$ cat config.mk
export PLATFORM = sky130hd
export DESIGN_NAME = wcab_top
export DESIGN_NICKNAME = d
export VERILOG_FILES = /design/src/rtl/wcab_pkg.sv /design/src/rtl/wcab_cmp_if.sv /design/src/rtl/wcab_top.sv /design/src/rtl/wcab_chan_cmp.sv
export SDC_FILE = /design/constraint.sdc
export NUM_CORES = 1
export LEC_CHECK = 0
export BUFFER_PORTS_ARGS = -buffer_cell sky130_fd_sc_hd__buf_2
export CAP_MARGIN = 20
export CORE_ASPECT_RATIO = 1.75
export CORE_MARGIN = 2
export CORE_UTILIZATION = 52
export CTS_BUF_LIST = sky130_fd_sc_hd__clkbuf_8
export DETAILED_ROUTE_END_ITERATION = 8
export HOLD_SLACK_MARGIN = 0.12
export PLACE_DENSITY = 0.69
export SKIP_CTS_REPAIR_TIMING = 1
export SLEW_MARGIN = 20
export SYNTH_ARGS = -nofsm -noshare
export SYNTH_HDL_FRONTEND = slang
export SYNTH_SLANG_ARGS = --single-unit
$ cat constraint.sdc
create_clock -name clk_sys -period 5.1 [get_ports clk_sys]
set_input_delay 0.765 -clock clk_sys [delete_from_list [all_inputs] [get_ports clk_sys]]
set_output_delay 0.765 -clock clk_sys [all_outputs]
set_load 0.005 [all_outputs]
$ cat src/rtl/wcab_pkg.sv
// Constants and types for the window comparator alert buffer.
// Assumes one 50 MHz clock and a plain register port with single-cycle strobes.
package wcab_pkg;
   localparam int RES_W   = 12;
   localparam int NCHAN   = 2;
   localparam int BUF_DEPTH = 16;
   localparam int ADDR_W  = 8;
   localparam int DATA_W  = 16;

   localparam logic [RES_W-1:0] FULL_SCALE = 12'hFFF;
   localparam logic [RES_W-1:0] ZERO_SCALE = 12'h000;

   // Register offsets
   localparam logic [ADDR_W-1:0] ADDR_TRIG_CHAN   = 8'h03;
   localparam logic [ADDR_W-1:0] ADDR_LOW_FLAGS   = 8'h0C;
   localparam logic [ADDR_W-1:0] ADDR_HIGH_FLAGS  = 8'h0E;
   localparam logic [ADDR_W-1:0] ADDR_EVENT_COUNT = 8'h36;
   localparam logic [ADDR_W-1:0] ADDR_CTRL        = 8'h50;
   localparam logic [ADDR_W-1:0] ADDR_IRQ_STATUS  = 8'h51;
   localparam logic [ADDR_W-1:0] ADDR_IRQ_MASK    = 8'h52;
   localparam logic [ADDR_W-1:0] ADDR_BUF_STATUS  = 8'h53;
   localparam logic [ADDR_W-1:0] ADDR_LTH_CH0     = 8'h60;
   localparam logic [ADDR_W-1:0] ADDR_HTH_CH0     = 8'h61;
   localparam logic [ADDR_W-1:0] ADDR_HYS_CH0     = 8'h62;
   localparam logic [ADDR_W-1:0] ADDR_LTH_CH1     = 8'h64;
   localparam logic [ADDR_W-1:0] ADDR_HTH_CH1     = 8'h65;
   localparam logic [ADDR_W-1:0] ADDR_CHAN1_HYSTERESIS     = 8'h66;
   localparam logic [ADDR_W-1:0] ADDR_BUF_BASE    = 8'h80;

   // Field positions
   localparam int EVCNT_LSB = 4;
   localparam int TRIG_LSB  = 4;
   localparam int CTRL_POST_BIT = 0;
   localparam int CTRL_ARM_BIT  = 1;
   localparam int IRQ_ALERT_BIT = 0;
   localparam int IRQ_FULL_BIT  = 1;

   // Reset values
   localparam logic [RES_W-1:0] LTH_RESET  = 12'h000;
   localparam logic [RES_W-1:0] HTH_RESET  = 12'hFFF;
   localparam logic [5:0]       HYS_RESET  = 6'h00;
   localparam logic [3:0]       EVCNT_RESET = 4'h0;

   typedef enum logic [1:0] {
      WCAB_IDLE    = 2'b00,
      WCAB_WATCH   = 2'b01,
      WCAB_CAPTURE = 2'b11,
      WCAB_HOLD    = 2'b10
   } wcab_state_t;

   typedef struct packed {
      logic [RES_W-1:0] low_thr;
      logic [RES_W-1:0] high_thr;
      logic [5:0]       hyst;
   } wcab_chan_cfg_t;
endpackage : wcab_pkg

$ cat src/rtl/wcab_cmp_if.sv
// Carries one channel's comparator settings, sample strobe and result between modules.
// Assumes the owner of the thresholds drives cfg and the sample strobe.
interface wcab_cmp_if;
   import wcab_pkg::*;
   wcab_chan_cfg_t   cfg;
   logic [3:0]       ev_count;
   logic             smp_valid;
   logic [RES_W-1:0] smp_data;
   logic             low_event;
   logic             high_event;

   modport ctrl (output cfg, output ev_count, output smp_valid, output smp_data,
                 input low_event, input high_event);
   modport cmp  (input cfg, input ev_count, input smp_valid, input smp_data,
                 output low_event, output high_event);
endinterface : wcab_cmp_if

$ cat src/rtl/wcab_top.sv
// Top of the window comparator alert buffer: registers, alert decision, sample buffer, interrupt.
// Assumes conversion results arrive as one-cycle strobes synchronous to clk_sys.
//
// The placing of the registers and the address-and-strobe port are this design's own decisions.
module wcab_top
   import wcab_pkg::*;
#(
   parameter int DEPTH = BUF_DEPTH
)(
   // Clock and reset
   input  wire logic              clk_sys,
   input  wire logic              reset_n,
   // Conversion results
   input  wire logic              conv_valid,
   input  wire logic              conv_chan,
   input  wire logic [RES_W-1:0]  conv_data,
   // Register port
   input  wire logic [ADDR_W-1:0] reg_addr,
   input  wire logic [DATA_W-1:0] reg_wdata,
   input  wire logic              reg_wr,
   input  wire logic              reg_rd,
   output logic      [DATA_W-1:0] reg_rdata,
   // Outputs to host
   output logic                   alert,
   output logic                   irq
);
   typedef struct packed {
      logic [NCHAN-1:0]  low_flag;
      logic [NCHAN-1:0]  high_flag;
      logic [3:0]        trig_chan;
      logic [3:0]        ev_count;
      logic              post_mode;
      logic              armed;
      wcab_state_t       state;
      logic [3:0]        wptr;
      logic [4:0]        fill;
      logic              smp_valid;
      logic              smp_chan;
      logic [RES_W-1:0]  smp_data;
      logic              lsmp_v;
      logic [RES_W-1:0]  lsmp_data;
      logic              alert;
      logic [1:0]        irq_stat;
      logic [1:0]        irq_mask;
      logic              irq;
      logic [DATA_W-1:0] rdata;
   } wcab_top_state_t;

   wcab_top_state_t  st_r;
   wcab_top_state_t  st_nxt;
   wcab_chan_cfg_t   cfg_r   [NCHAN];
   logic [RES_W-1:0] buf_mem [DEPTH];
   logic [1:0]       rst_sync_r;
   logic             rst_n;

   // Reset released through two flops
   always_ff @(posedge clk_sys or negedge reset_n) begin
      if (!reset_n)
         rst_sync_r <= 2'b00;
      else
         rst_sync_r <= {rst_sync_r[0], 1'b1};
   end
   assign rst_n = rst_sync_r[1];

   logic [NCHAN-1:0] low_ev;
   logic [NCHAN-1:0] high_ev;

   genvar g;
   generate
      for (g = 0; g < NCHAN; g++) begin : g_chan
         wcab_cmp_if link ();
         assign link.cfg       = cfg_r[g];
         assign link.ev_count  = st_r.ev_count;
         // Each channel only sees its own results
         assign link.smp_valid = st_r.smp_valid && (st_r.smp_chan == 1'(g));
         assign link.smp_data  = st_r.smp_data;
         assign low_ev[g]      = link.low_event;
         assign high_ev[g]     = link.high_event;
         wcab_chan_cmp u_cmp (
            .clk_sys (clk_sys),
            .rst_n   (rst_n),
            .link    (link)
         );
      end
   endgenerate

   function automatic logic hit(input logic [ADDR_W-1:0] a, input logic [ADDR_W-1:0] b);
      return a == b;
   endfunction

   // Threshold and hysteresis registers
   always_ff @(posedge clk_sys or negedge rst_n) begin
      if (!rst_n) begin
         for (int i = 0; i < NCHAN; i++) begin
            cfg_r[i].low_thr  <= LTH_RESET;
            cfg_r[i].high_thr <= HTH_RESET;
            cfg_r[i].hyst     <= HYS_RESET;
         end
      end else if (reg_wr) begin
         if (hit(reg_addr, ADDR_LTH_CH0)) cfg_r[0].low_thr  <= reg_wdata[RES_W-1:0];
         if (hit(reg_addr, ADDR_HTH_CH0)) cfg_r[0].high_thr <= reg_wdata[RES_W-1:0];
         if (hit(reg_addr, ADDR_HYS_CH0)) cfg_r[0].hyst     <= reg_wdata[5:0];
         if (hit(reg_addr, ADDR_LTH_CH1)) cfg_r[1].low_thr  <= reg_wdata[RES_W-1:0];
         if (hit(reg_addr, ADDR_HTH_CH1)) cfg_r[1].high_thr <= reg_wdata[RES_W-1:0];
         if (hit(reg_addr, ADDR_CHAN1_HYSTERESIS)) cfg_r[1].hyst     <= reg_wdata[5:0];
      end
   end

   logic        fire;
   logic        fire_chan;
   logic        buf_we;
   logic [3:0]  buf_addr;

   always_comb begin
      st_nxt = st_r;
      buf_we = 1'b0;
      buf_addr = st_r.wptr;
      // Register the sample by one cycle before it reaches the channel comparators
      st_nxt.smp_valid = conv_valid;
      st_nxt.smp_chan  = conv_chan;
      st_nxt.smp_data  = conv_data;
      // Second stage lines the sample up with the event pulse it caused
      st_nxt.lsmp_v    = st_r.smp_valid;
      st_nxt.lsmp_data = st_r.smp_data;

      // Channel 0 wins a tie, though ties cannot happen with one sample per cycle
      fire      = |(low_ev | high_ev);
      fire_chan = !(low_ev[0] | high_ev[0]);

      // Flags latch; write-one clears, but a new event in the same cycle wins
      if (reg_wr && hit(reg_addr, ADDR_LOW_FLAGS))
         st_nxt.low_flag = st_r.low_flag & ~reg_wdata[NCHAN-1:0];
      if (reg_wr && hit(reg_addr, ADDR_HIGH_FLAGS))
         st_nxt.high_flag = st_r.high_flag & ~reg_wdata[NCHAN-1:0];
      st_nxt.low_flag  = st_nxt.low_flag | low_ev;
      st_nxt.high_flag = st_nxt.high_flag | high_ev;

      if (reg_wr && hit(reg_addr, ADDR_EVENT_COUNT))
         st_nxt.ev_count = reg_wdata[EVCNT_LSB +: 4];

      if (reg_wr && hit(reg_addr, ADDR_IRQ_MASK))
         st_nxt.irq_mask = reg_wdata[1:0];

      // Status read clears first, so an event in the same cycle wins
      if (reg_rd && hit(reg_addr, ADDR_IRQ_STATUS))
         st_nxt.irq_stat = 2'b00;

      // The alerting sample sits in lsmp_* while its event pulse is out
      case (st_r.state)
         WCAB_IDLE: begin
            st_nxt.alert = 1'b0;
         end
         WCAB_WATCH: begin
            if (!st_r.post_mode && st_r.smp_valid) begin
               // No write here; the delayed copy of the sample that produced the pulse is written below
               buf_we = 1'b0;
            end
            if (fire) begin
               st_nxt.alert     = 1'b1;
               st_nxt.trig_chan = {3'b000, fire_chan};
               st_nxt.irq_stat[IRQ_ALERT_BIT] = 1'b1;
               if (st_r.post_mode) begin
                  st_nxt.state = WCAB_CAPTURE;
                  st_nxt.fill  = 5'h00;
               end else begin
                  st_nxt.state = WCAB_HOLD;
               end
            end
         end
         WCAB_CAPTURE: begin
            if (st_r.fill == 5'(DEPTH)) begin
               st_nxt.state = WCAB_HOLD;
               st_nxt.irq_stat[IRQ_FULL_BIT] = 1'b1;
            end
         end
         WCAB_HOLD: begin
         end
         default: st_nxt.state = WCAB_IDLE;
      endcase

      // Buffer write uses the last-seen sample word held in lsmp
      if (st_r.lsmp_v && ((st_r.state == WCAB_WATCH && !st_r.post_mode) ||
                     (st_r.state == WCAB_CAPTURE && st_r.fill < 5'(DEPTH)) ||
                     (st_r.state == WCAB_WATCH && st_r.post_mode && fire))) begin
         buf_we       = 1'b1;
         st_nxt.wptr  = st_r.wptr + 4'h1;
         st_nxt.fill  = ((st_r.state == WCAB_WATCH) ? 5'h00 : st_r.fill) + 5'h01;
      end
      if (st_r.state == WCAB_WATCH && !st_r.post_mode && !fire && st_r.lsmp_v)
         st_nxt.fill = (st_r.fill == 5'(DEPTH)) ? st_r.fill : st_r.fill + 5'h01;
      if (st_r.state == WCAB_WATCH && !st_r.post_mode && fire)
         st_nxt.irq_stat[IRQ_FULL_BIT] = 1'b1;

      // Writing arm restarts capture and clears the trigger record
      if (reg_wr && hit(reg_addr, ADDR_CTRL)) begin
         st_nxt.post_mode = reg_wdata[CTRL_POST_BIT];
         st_nxt.armed     = reg_wdata[CTRL_ARM_BIT];
         st_nxt.state     = reg_wdata[CTRL_ARM_BIT] ? WCAB_WATCH : WCAB_IDLE;
         st_nxt.alert     = 1'b0;
         st_nxt.trig_chan = 4'h0;
         st_nxt.wptr      = 4'h0;
         st_nxt.fill      = 5'h00;
      end

      // Read data, one cycle later; status read clears sticky bits unless an event sets them now
      st_nxt.rdata = '0;
      if (reg_rd) begin
         case (reg_addr)
            ADDR_TRIG_CHAN:   st_nxt.rdata[TRIG_LSB +: 4] = st_r.trig_chan;
            ADDR_LOW_FLAGS:   st_nxt.rdata[NCHAN-1:0] = st_r.low_flag;
            ADDR_HIGH_FLAGS:  st_nxt.rdata[NCHAN-1:0] = st_r.high_flag;
            ADDR_EVENT_COUNT: st_nxt.rdata[EVCNT_LSB +: 4] = st_r.ev_count;
            ADDR_CTRL:        st_nxt.rdata[1:0] = {st_r.armed, st_r.post_mode};
            ADDR_IRQ_STATUS: begin
               st_nxt.rdata[1:0] = st_r.irq_stat;
            end
            ADDR_IRQ_MASK:    st_nxt.rdata[1:0] = st_r.irq_mask;
            ADDR_BUF_STATUS:  st_nxt.rdata[9:0] = {st_r.state, st_r.fill[4:0], 3'b000} >> 3;
            ADDR_LTH_CH0:     st_nxt.rdata[RES_W-1:0] = cfg_r[0].low_thr;
            ADDR_HTH_CH0:     st_nxt.rdata[RES_W-1:0] = cfg_r[0].high_thr;
            ADDR_HYS_CH0:     st_nxt.rdata[5:0] = cfg_r[0].hyst;
            ADDR_LTH_CH1:     st_nxt.rdata[RES_W-1:0] = cfg_r[1].low_thr;
            ADDR_HTH_CH1:     st_nxt.rdata[RES_W-1:0] = cfg_r[1].high_thr;
            ADDR_CHAN1_HYSTERESIS:     st_nxt.rdata[5:0] = cfg_r[1].hyst;
            default: begin
               // Buffer window: entry 0 is the oldest sample kept
               if (reg_addr[7:4] == ADDR_BUF_BASE[7:4])
                  st_nxt.rdata[RES_W-1:0] = buf_mem[4'(st_r.wptr + reg_addr[3:0])];
            end
         endcase
      end

      st_nxt.irq = |(st_nxt.irq_stat & st_nxt.irq_mask);
   end

   always_ff @(posedge clk_sys) begin
      if (buf_we)
         buf_mem[buf_addr] <= st_r.lsmp_data;
   end

   always_ff @(posedge clk_sys or negedge rst_n) begin
      if (!rst_n)
         st_r <= '0;
      else
         st_r <= st_nxt;
   end

   assign reg_rdata = st_r.rdata;
   assign alert     = st_r.alert;
   assign irq       = st_r.irq;
endmodule // wcab_top

$ cat src/rtl/wcab_chan_cmp.sv
// One channel's window comparator with hysteresis and run counters.
// Assumes settings are stable around a sample strobe; events are one-cycle pulses.
module wcab_chan_cmp
   import wcab_pkg::*;
(
   // Clock and reset
   input wire logic clk_sys,
   input wire logic rst_n,
   // Channel link
   wcab_cmp_if.cmp  link
);
   typedef struct packed {
      logic       low_arm;
      logic       high_arm;
      logic [4:0] low_run;
      logic [4:0] high_run;
      logic       low_ev;
      logic       high_ev;
   } wcab_cmp_state_t;

   wcab_cmp_state_t st_r;
   wcab_cmp_state_t st_nxt;

   logic [RES_W:0] low_rel;
   logic [RES_W:0] high_rel;
   logic           low_hit;
   logic           high_hit;
   logic [4:0]     need;

   // Hysteresis widens the drop-out side: once set, a comparator stays set until the result clears by hyst
   always_comb begin
      low_rel  = {1'b0, link.cfg.low_thr} + (st_r.low_arm ? {7'h00, link.cfg.hyst} : 13'h0000);
      high_rel = {1'b0, link.cfg.high_thr} - (st_r.high_arm ? {7'h00, link.cfg.hyst} : 13'h0000);
      if (high_rel[RES_W])
         high_rel = 13'h0000;
      // Plain compares give full-scale and zero settings their one-code behaviour
      low_hit  = ({1'b0, link.smp_data} <= low_rel);
      high_hit = ({1'b0, link.smp_data} >= high_rel);
      need     = {1'b0, link.ev_count} + 5'h01;
   end

   always_comb begin
      st_nxt = st_r;
      st_nxt.low_ev  = 1'b0;
      st_nxt.high_ev = 1'b0;
      if (link.smp_valid) begin
         st_nxt.low_arm  = low_hit;
         st_nxt.high_arm = high_hit;
         if (!low_hit)
            st_nxt.low_run = 5'h00;
         else if (st_r.low_run < need) begin
            st_nxt.low_run = st_r.low_run + 5'h01;
            st_nxt.low_ev  = (st_r.low_run + 5'h01 == need);
         end
         if (!high_hit)
            st_nxt.high_run = 5'h00;
         else if (st_r.high_run < need) begin
            st_nxt.high_run = st_r.high_run + 5'h01;
            st_nxt.high_ev  = (st_r.high_run + 5'h01 == need);
         end
      end
   end

   always_ff @(posedge clk_sys or negedge rst_n) begin
      if (!rst_n)
         st_r <= '0;
      else
         st_r <= st_nxt;
   end

   assign link.low_event  = st_r.low_ev;
   assign link.high_event = st_r.high_ev;
endmodule // wcab_chan_cmp

# Word-level counts from Yosys, hierarchy flattened
# Memories as Yosys holds them, arrays and structs flattened.
# Index checks and enable logic that the tools add are counted.
# op_classes
n_bitwise,9
n_lt_le_gt_ge,9
eq_ne,29
reduce_logical,51
addsub,13
mux,63
# op_table
operator,n
equality test 8 x 7 -> 1 bit (second input constant),10
2-to-1 mux 5 bit,14
2-to-1 mux 12 bit,4
one-hot mux 2 bit (8 select lines),2
adder 5 x 1 -> 5 bit (second input constant),6
adder 12 x 13 -> 13 bit,2
less-or-equal comparator 12 x 13 -> 1 bit,2
one-hot mux 2 bit (13 select lines),1
subtractor 12 x 13 -> 13 bit,2
greater-or-equal comparator 12 bit,2
2-to-1 mux 6 bit,4
AND reduction 2 bit,12
equality test 5 bit,4
less-than comparator 5 bit,4
2-to-1 mux 1 bit,20
one-hot mux 2 bit (10 select lines),1
one-hot mux 2 bit (5 select lines),2
equality test 8 x 4 -> 1 bit (second input constant),2
logical AND 1 bit,16
2-to-1 mux 2 bit,8
OR reduction 7 bit,2
2-to-1 mux 4 bit,3
nonzero test 4 bit,3
2-to-1 mux 11 bit,1
30 further kinds,47
# word_totals
regBits,160
ramBits,192
mem_count,1
word_cells,213
output_inout_bits,18
# mem_list
name,words,width,rd,rd_ports_with_merged_regs,wr,line,source
buf_mem,16,12,1,0,1,wcab_top.sv:52,logic [RES_W-1:0] buf_mem [DEPTH];

# Depth between registers and ports, before layout
# depth
ltp_word,8
ltp_mapped,17
ltp_nobuf,17

# Modules after synthesis
# A second synthesis with hierarchy kept.
# unflattened
hier_cells,1443
hier_area_um2,18111.1
# by_module_without_submodules
module,area_each_um2,cells_per_inst,n_inst,seq_area_each_um2
wcab_top,13350.3,853,1,9023.7
wcab_chan_cmp at g_chan[1].u_cmp,2397.3,292,1,350.3
wcab_chan_cmp at g_chan[0].u_cmp,2363.5,298,1,350.3

# Worst setup path after synthesis
# Ideal clock, no wire load.
# synth_timing
path_kind,register to register
start,register g_chan[1].u_cmp.st_r[13] in the netlist's numbering
end,register g_chan[1].u_cmp.st_r[8] in the netlist's numbering
setup_slack_ps,1437
path_stages_with_launch,17
period_less_slack_ps,3663
t_arrival_ps,3538
t_required_ps,4975
cell_sequence,dfrtp_1 and2_1 ha_1 inv_1 fa_1 nand2b_1 nor3b_1 o31ai_1 nand3_1 xor2_1 ha_1 nand4_1 nor2_1 o211ai_1 a32o_1 o31a_1 a2bb2o_1
# synth_between
elab_chain_len,5
elab_cells_between_ends,6
classes_between,1 x add/sub; 1 x order compare; 1 x eq/ne; 2 x mux; 1 x reduce/logical
# synth_lines
element,line,source
start: declaration,wcab_chan_cmp.sv:21,wcab_cmp_state_t st_r;
start signal: assignment,wcab_chan_cmp.sv:68,st_r <= st_nxt;
2-to-1 mux 6 bit (*),wcab_chan_cmp.sv:32,"low_rel = {1'b0, link.cfg.low_thr} + (st_r.low_arm ? {7'h00, link.cfg.hyst} : 13'h0000);"
adder 12 x 13 -> 13 bit (*),wcab_chan_cmp.sv:32,
less-or-equal comparator 12 x 13 -> 1 bit (*),wcab_chan_cmp.sv:37,"low_hit = ({1'b0, link.smp_data} <= low_rel);"
inequality test 2 bit (no line),-,
AND reduction 2 bit (no line),-,
# Mark *: on every way between the ends. The rest lies on a longest branch, timed or not.
# A chain may end at the register's enable or synchronous reset.

# Worst setup path after layout
# layout_timing
start,register g_chan[0].u_cmp.st_r[13] in the netlist's numbering
end,register g_chan[0].u_cmp.st_r[9] in the netlist's numbering
# layout_between
elab_chain_len,5
elab_cells_between_ends,6
classes_between,1 x add/sub; 1 x order compare; 1 x eq/ne; 2 x mux; 1 x reduce/logical
# layout_lines
element,line
start: declaration,wcab_chan_cmp.sv:21
start signal: assignment,wcab_chan_cmp.sv:68
2-to-1 mux 6 bit (*),wcab_chan_cmp.sv:32
adder 12 x 13 -> 13 bit (*),wcab_chan_cmp.sv:32
less-or-equal comparator 12 x 13 -> 1 bit (*),wcab_chan_cmp.sv:37
inequality test 2 bit (no line),-
AND reduction 2 bit (no line),-
# Marks and branches as above.

==> impl_metrics.json <==
{
  "seq_area_sq_mm": 0.00973,
  "antenna_left": 0,
  "seq_area_frac_synth_pct": 53.9,
  "synth_fa_ha_area_share_pct": 8.11,
  "setup_viol_count_final": 0,
  "drive_gt1_share_pct": 20.9,
  "timing.setup.tns_ns": 0,
  "grt_overflow": 0,
  "fillCellCount": 2770,
  "finalNetCount": 1603,
  "start_util_pct": 52.6,
  "seqPwrFrac_pct": 41.5,
  "gp_congestion": 0.853,
  "synth_top_family_by_area": "multiplexers",
  "fin_skew_ns": 0.0254,
  "start_kind": "register",
  "slew_violations": 0,
  "postSynthCellCount": 1371,
  "numClockSinks": 349,
  "power_mw": 8.03,
  "period_needed_ns": 4.38,
  "io_buffers": 51,
  "grt_max_degree": 113,
  "max_stage_delay_ns": 0.49,
  "yosysWarnings": 0,
  "synth_edf_count": 192,
  "antenna_found_initial": 1,
  "grt_pass1_wl_um": 66800,
  "worst_pin_slew_ns": 0.944,
  "synth_top_area_share_pct": 31.9,
  "fmax_mhz": 228,
  "avgSynthCellArea_sq_um": 13.2,
  "cts_buffers": 50,
  "fp.dieH_um": 251,
  "sw_frac_of_total_pct": 31.3,
  "firstDrtPassIters": 5,
  "track_usage_pct": 24.6,
  "critPathKind": "reg2reg",
  "critPathArrivalTime_ns": 4.93,
  "ir_worst_vdd_mv": 0.312,
  "pwr-share-clk_pct": 29.8,
  "yosys.area.top_type": "edfxtp_1",
  "critPathMaxFanout": 7,
  "grt_pass1_vias": 11943,
  "finalHoldViolations": 0,
  "drc": 0,
  "synthXorXnorAreaFrac_pct": 3.52,
  "min_path_type": "in2reg",
  "r2r_setup_slack_ns": 0.72,
  "ys_seq_elements": 349,
  "leakagePower_nw": 8.21,
  "areaGrowthSynthToFinish_pct": 10.2,
  "synth_most_common_cell": "edfxtp_1",
  "ios": 60,
  "synth.area.top_cells": "edfxtp_1 32%, dfrtp_1 18%, ha_1 7.6%",
  "vias": 11571,
  "routed_via_density": 5.93,
  "finalCritPeriodShare_pct": 86.0,
  "ctsRootBufferMaster": "clkbuf_8",
  "htree_levels": 2,
  "cap_violations": 0,
  "cts_tree": "built",
  "crit_chain": "and2_1, ha_1, inv_1, fa_1, nor2b_1, o31a_1, o21ai_0, nand2_1, nand3_1, xor2_1, ha_1, a21o_1, a21oi_1, or3b_2, o21ai_1, o21ai_1, a2bb2o_1",
  "dieArea_sq_mm": 0.0363,
  "required_ns": 5.64,
  "worstSetupEndpointType": "register",
  "rsz0062_at_grt": "no",
  "synth_simple_gate_area_share_pct": 10.1,
  "synth_commonest_cells": "192 x edfxtp_1, 133 x dfrtp_1, 109 x ha_1, 109 x nand2_1, 69 x nor2_1",
  "pwr-share-comb_pct": 28.7,
  "clk_pin_slew_ns": 0.07,
  "wl_per_cell_um": 22.2,
  "drt_iter0_drc": 641,
  "synthMuxAreaShare_pct": 12.9,
  "yosysUniqueCellTypes": 96,
  "status": "finished, final reports clean",
  "p_int_mw": 5.51,
  "p_switching_mw": 2.51,
  "multiInputGateArea_sq_mm": 0.00786,
  "worst_path_max_delay_cell": "dfrtp_1",
  "clock_latency_ns": 0.62,
  "num_rows": 90,
  "clockBufferDepth": 3,
  "ys.flop_type": "edfxtp_1",
  "core_sq_mm": 0.0343,
  "powerDensity_mw_per_mm2": 403,
  "wl_um": 43300,
  "slew_headroom_pct": 36.8,
  "async_reset_ff_share_pct": 45.0,
  "dieWidth_um": 145,
  "syn-cell-area_sq_mm": 0.0181,
  "synth-compound-area-share_pct": 8.50,
  "place_hpwl_um": 31500
}
## logic make-up after synthesis
| group | Yosys count |
|---|---|
| DFF | 349 |
| and+or+nand+nor | 350 |
| AOI/OAI and AO/OA | 219 |
| xor gates and xnor gates | 70 |
| buffers and inverters | 108 |
| adders and majority gates | 114 |
| muxes | 159 |
| other | 2 |
## critical path, delay by kind of cell, from the launching register on
kind	cells	cell delay (ns)
AND/OR/NAND/NOR	5	1.10
XOR/XNOR	1	0.16
adder cells (fa/ha/maj)	3	0.86
buffers and inverters	1	0.06
AO/OA/AOI/OAI	7	1.65
flip-flops	1	0.49
## flip-flops by register name (all words and copies together), names as in the netlist, 2 cells and up
signal and cells:
reg_rdata 12, g_chan.u_cmp.link.high_event 2, st_r 32, buf_addr 4, cfg_r 60, g_chan.link.smp_data 12, g_chan.u_cmp.st_r 24, g_chan.link.ev_count 4
buf_mem 192, g_chan.u_cmp.link.low_event 2, rst_sync_r 2
## layer usage
layer	part of all wire (%)	track usage (%)	up-vias
met3	3.9	3.33	118
li1	-	-	5313
met4	5.1	11.9	2
met5	0.030	0	-
met1	36	26.8	5833
met2	55	45.7	305
## metrics by stage
stage	cells	cell area (sq um)	utilization, %	worst slack [ns]	hold slack (ns)
after floorplan	1374	18100	-	0.443	0.331
after global placement	1854	18800	54.8	0.790	0.342
after detailed placement	1854	18800	54.8	0.749	0.343
after CTS	1948	19900	57.9	0.688	-0.105
after global routing	1949	19900	57.9	0.367	0.235
final	1950	19900	57.9	0.715	0.263
## power groups by stage
stage | combinational [mW] | clock [mW] | sequential, mW
2_1_floorplan | 1.77 | 0 | 3.30
3_3_place_gp | 2.28 | 0 | 3.38
4_1_cts | 2.34 | 2.44 | 3.33
5_1_grt | 2.53 | 2.54 | 3.35
3_5_place_dp | 2.33 | 0 | 3.38
6_report | 2.31 | 2.39 | 3.33
## path summary, 6_finish.rpt
check                                               from                          to  depth (start not counted)
worst max-delay path            g_chan[0].u_cmp.st_r[13]     g_chan[0].u_cmp.st_r[9]                         17
worst min-delay path                        conv_data[8]  g_chan[0].link.smp_data[8]                          1
worst max register to register  g_chan[0].u_cmp.st_r[13]     g_chan[0].u_cmp.st_r[9]                         17
worst min register to register             rst_sync_r[1]                   cfg_r[55]                          0
max in group asynchronous                  rst_sync_r[1]                 buf_addr[2]                          1
min in group asynchronous                  rst_sync_r[1]                   cfg_r[55]                          0
## layout by cell type (no fill, tap or decap), drive strengths merged, types with 37 or more instances in the layout
master	synthesis	layout
xor2	37	37
mux4	48	48
buf	40	74
ha	109	109
dfrtp	133	133
nand3	39	39
mux2	65	65
clkbuf	14	54
mux2i	46	46
a21oi	42	42
o21ai	39	39
nor2	71	71
edfxtp	192	192
nand2	112	112
inv	53	74
## cell type report
type / instances / area share [%]
multi-input combinational: 917 / 39.5
inverter: 54 / 1.02
clock buffer: 54 / 3.73
sequential: 349 / 48.9
clock inverter: 40 / 1.70
timing repair buffer: 75 / 2.26
antenna: 1 / 0.0126
tap: 460 / 2.89
(Power assumes the default switching activity.)
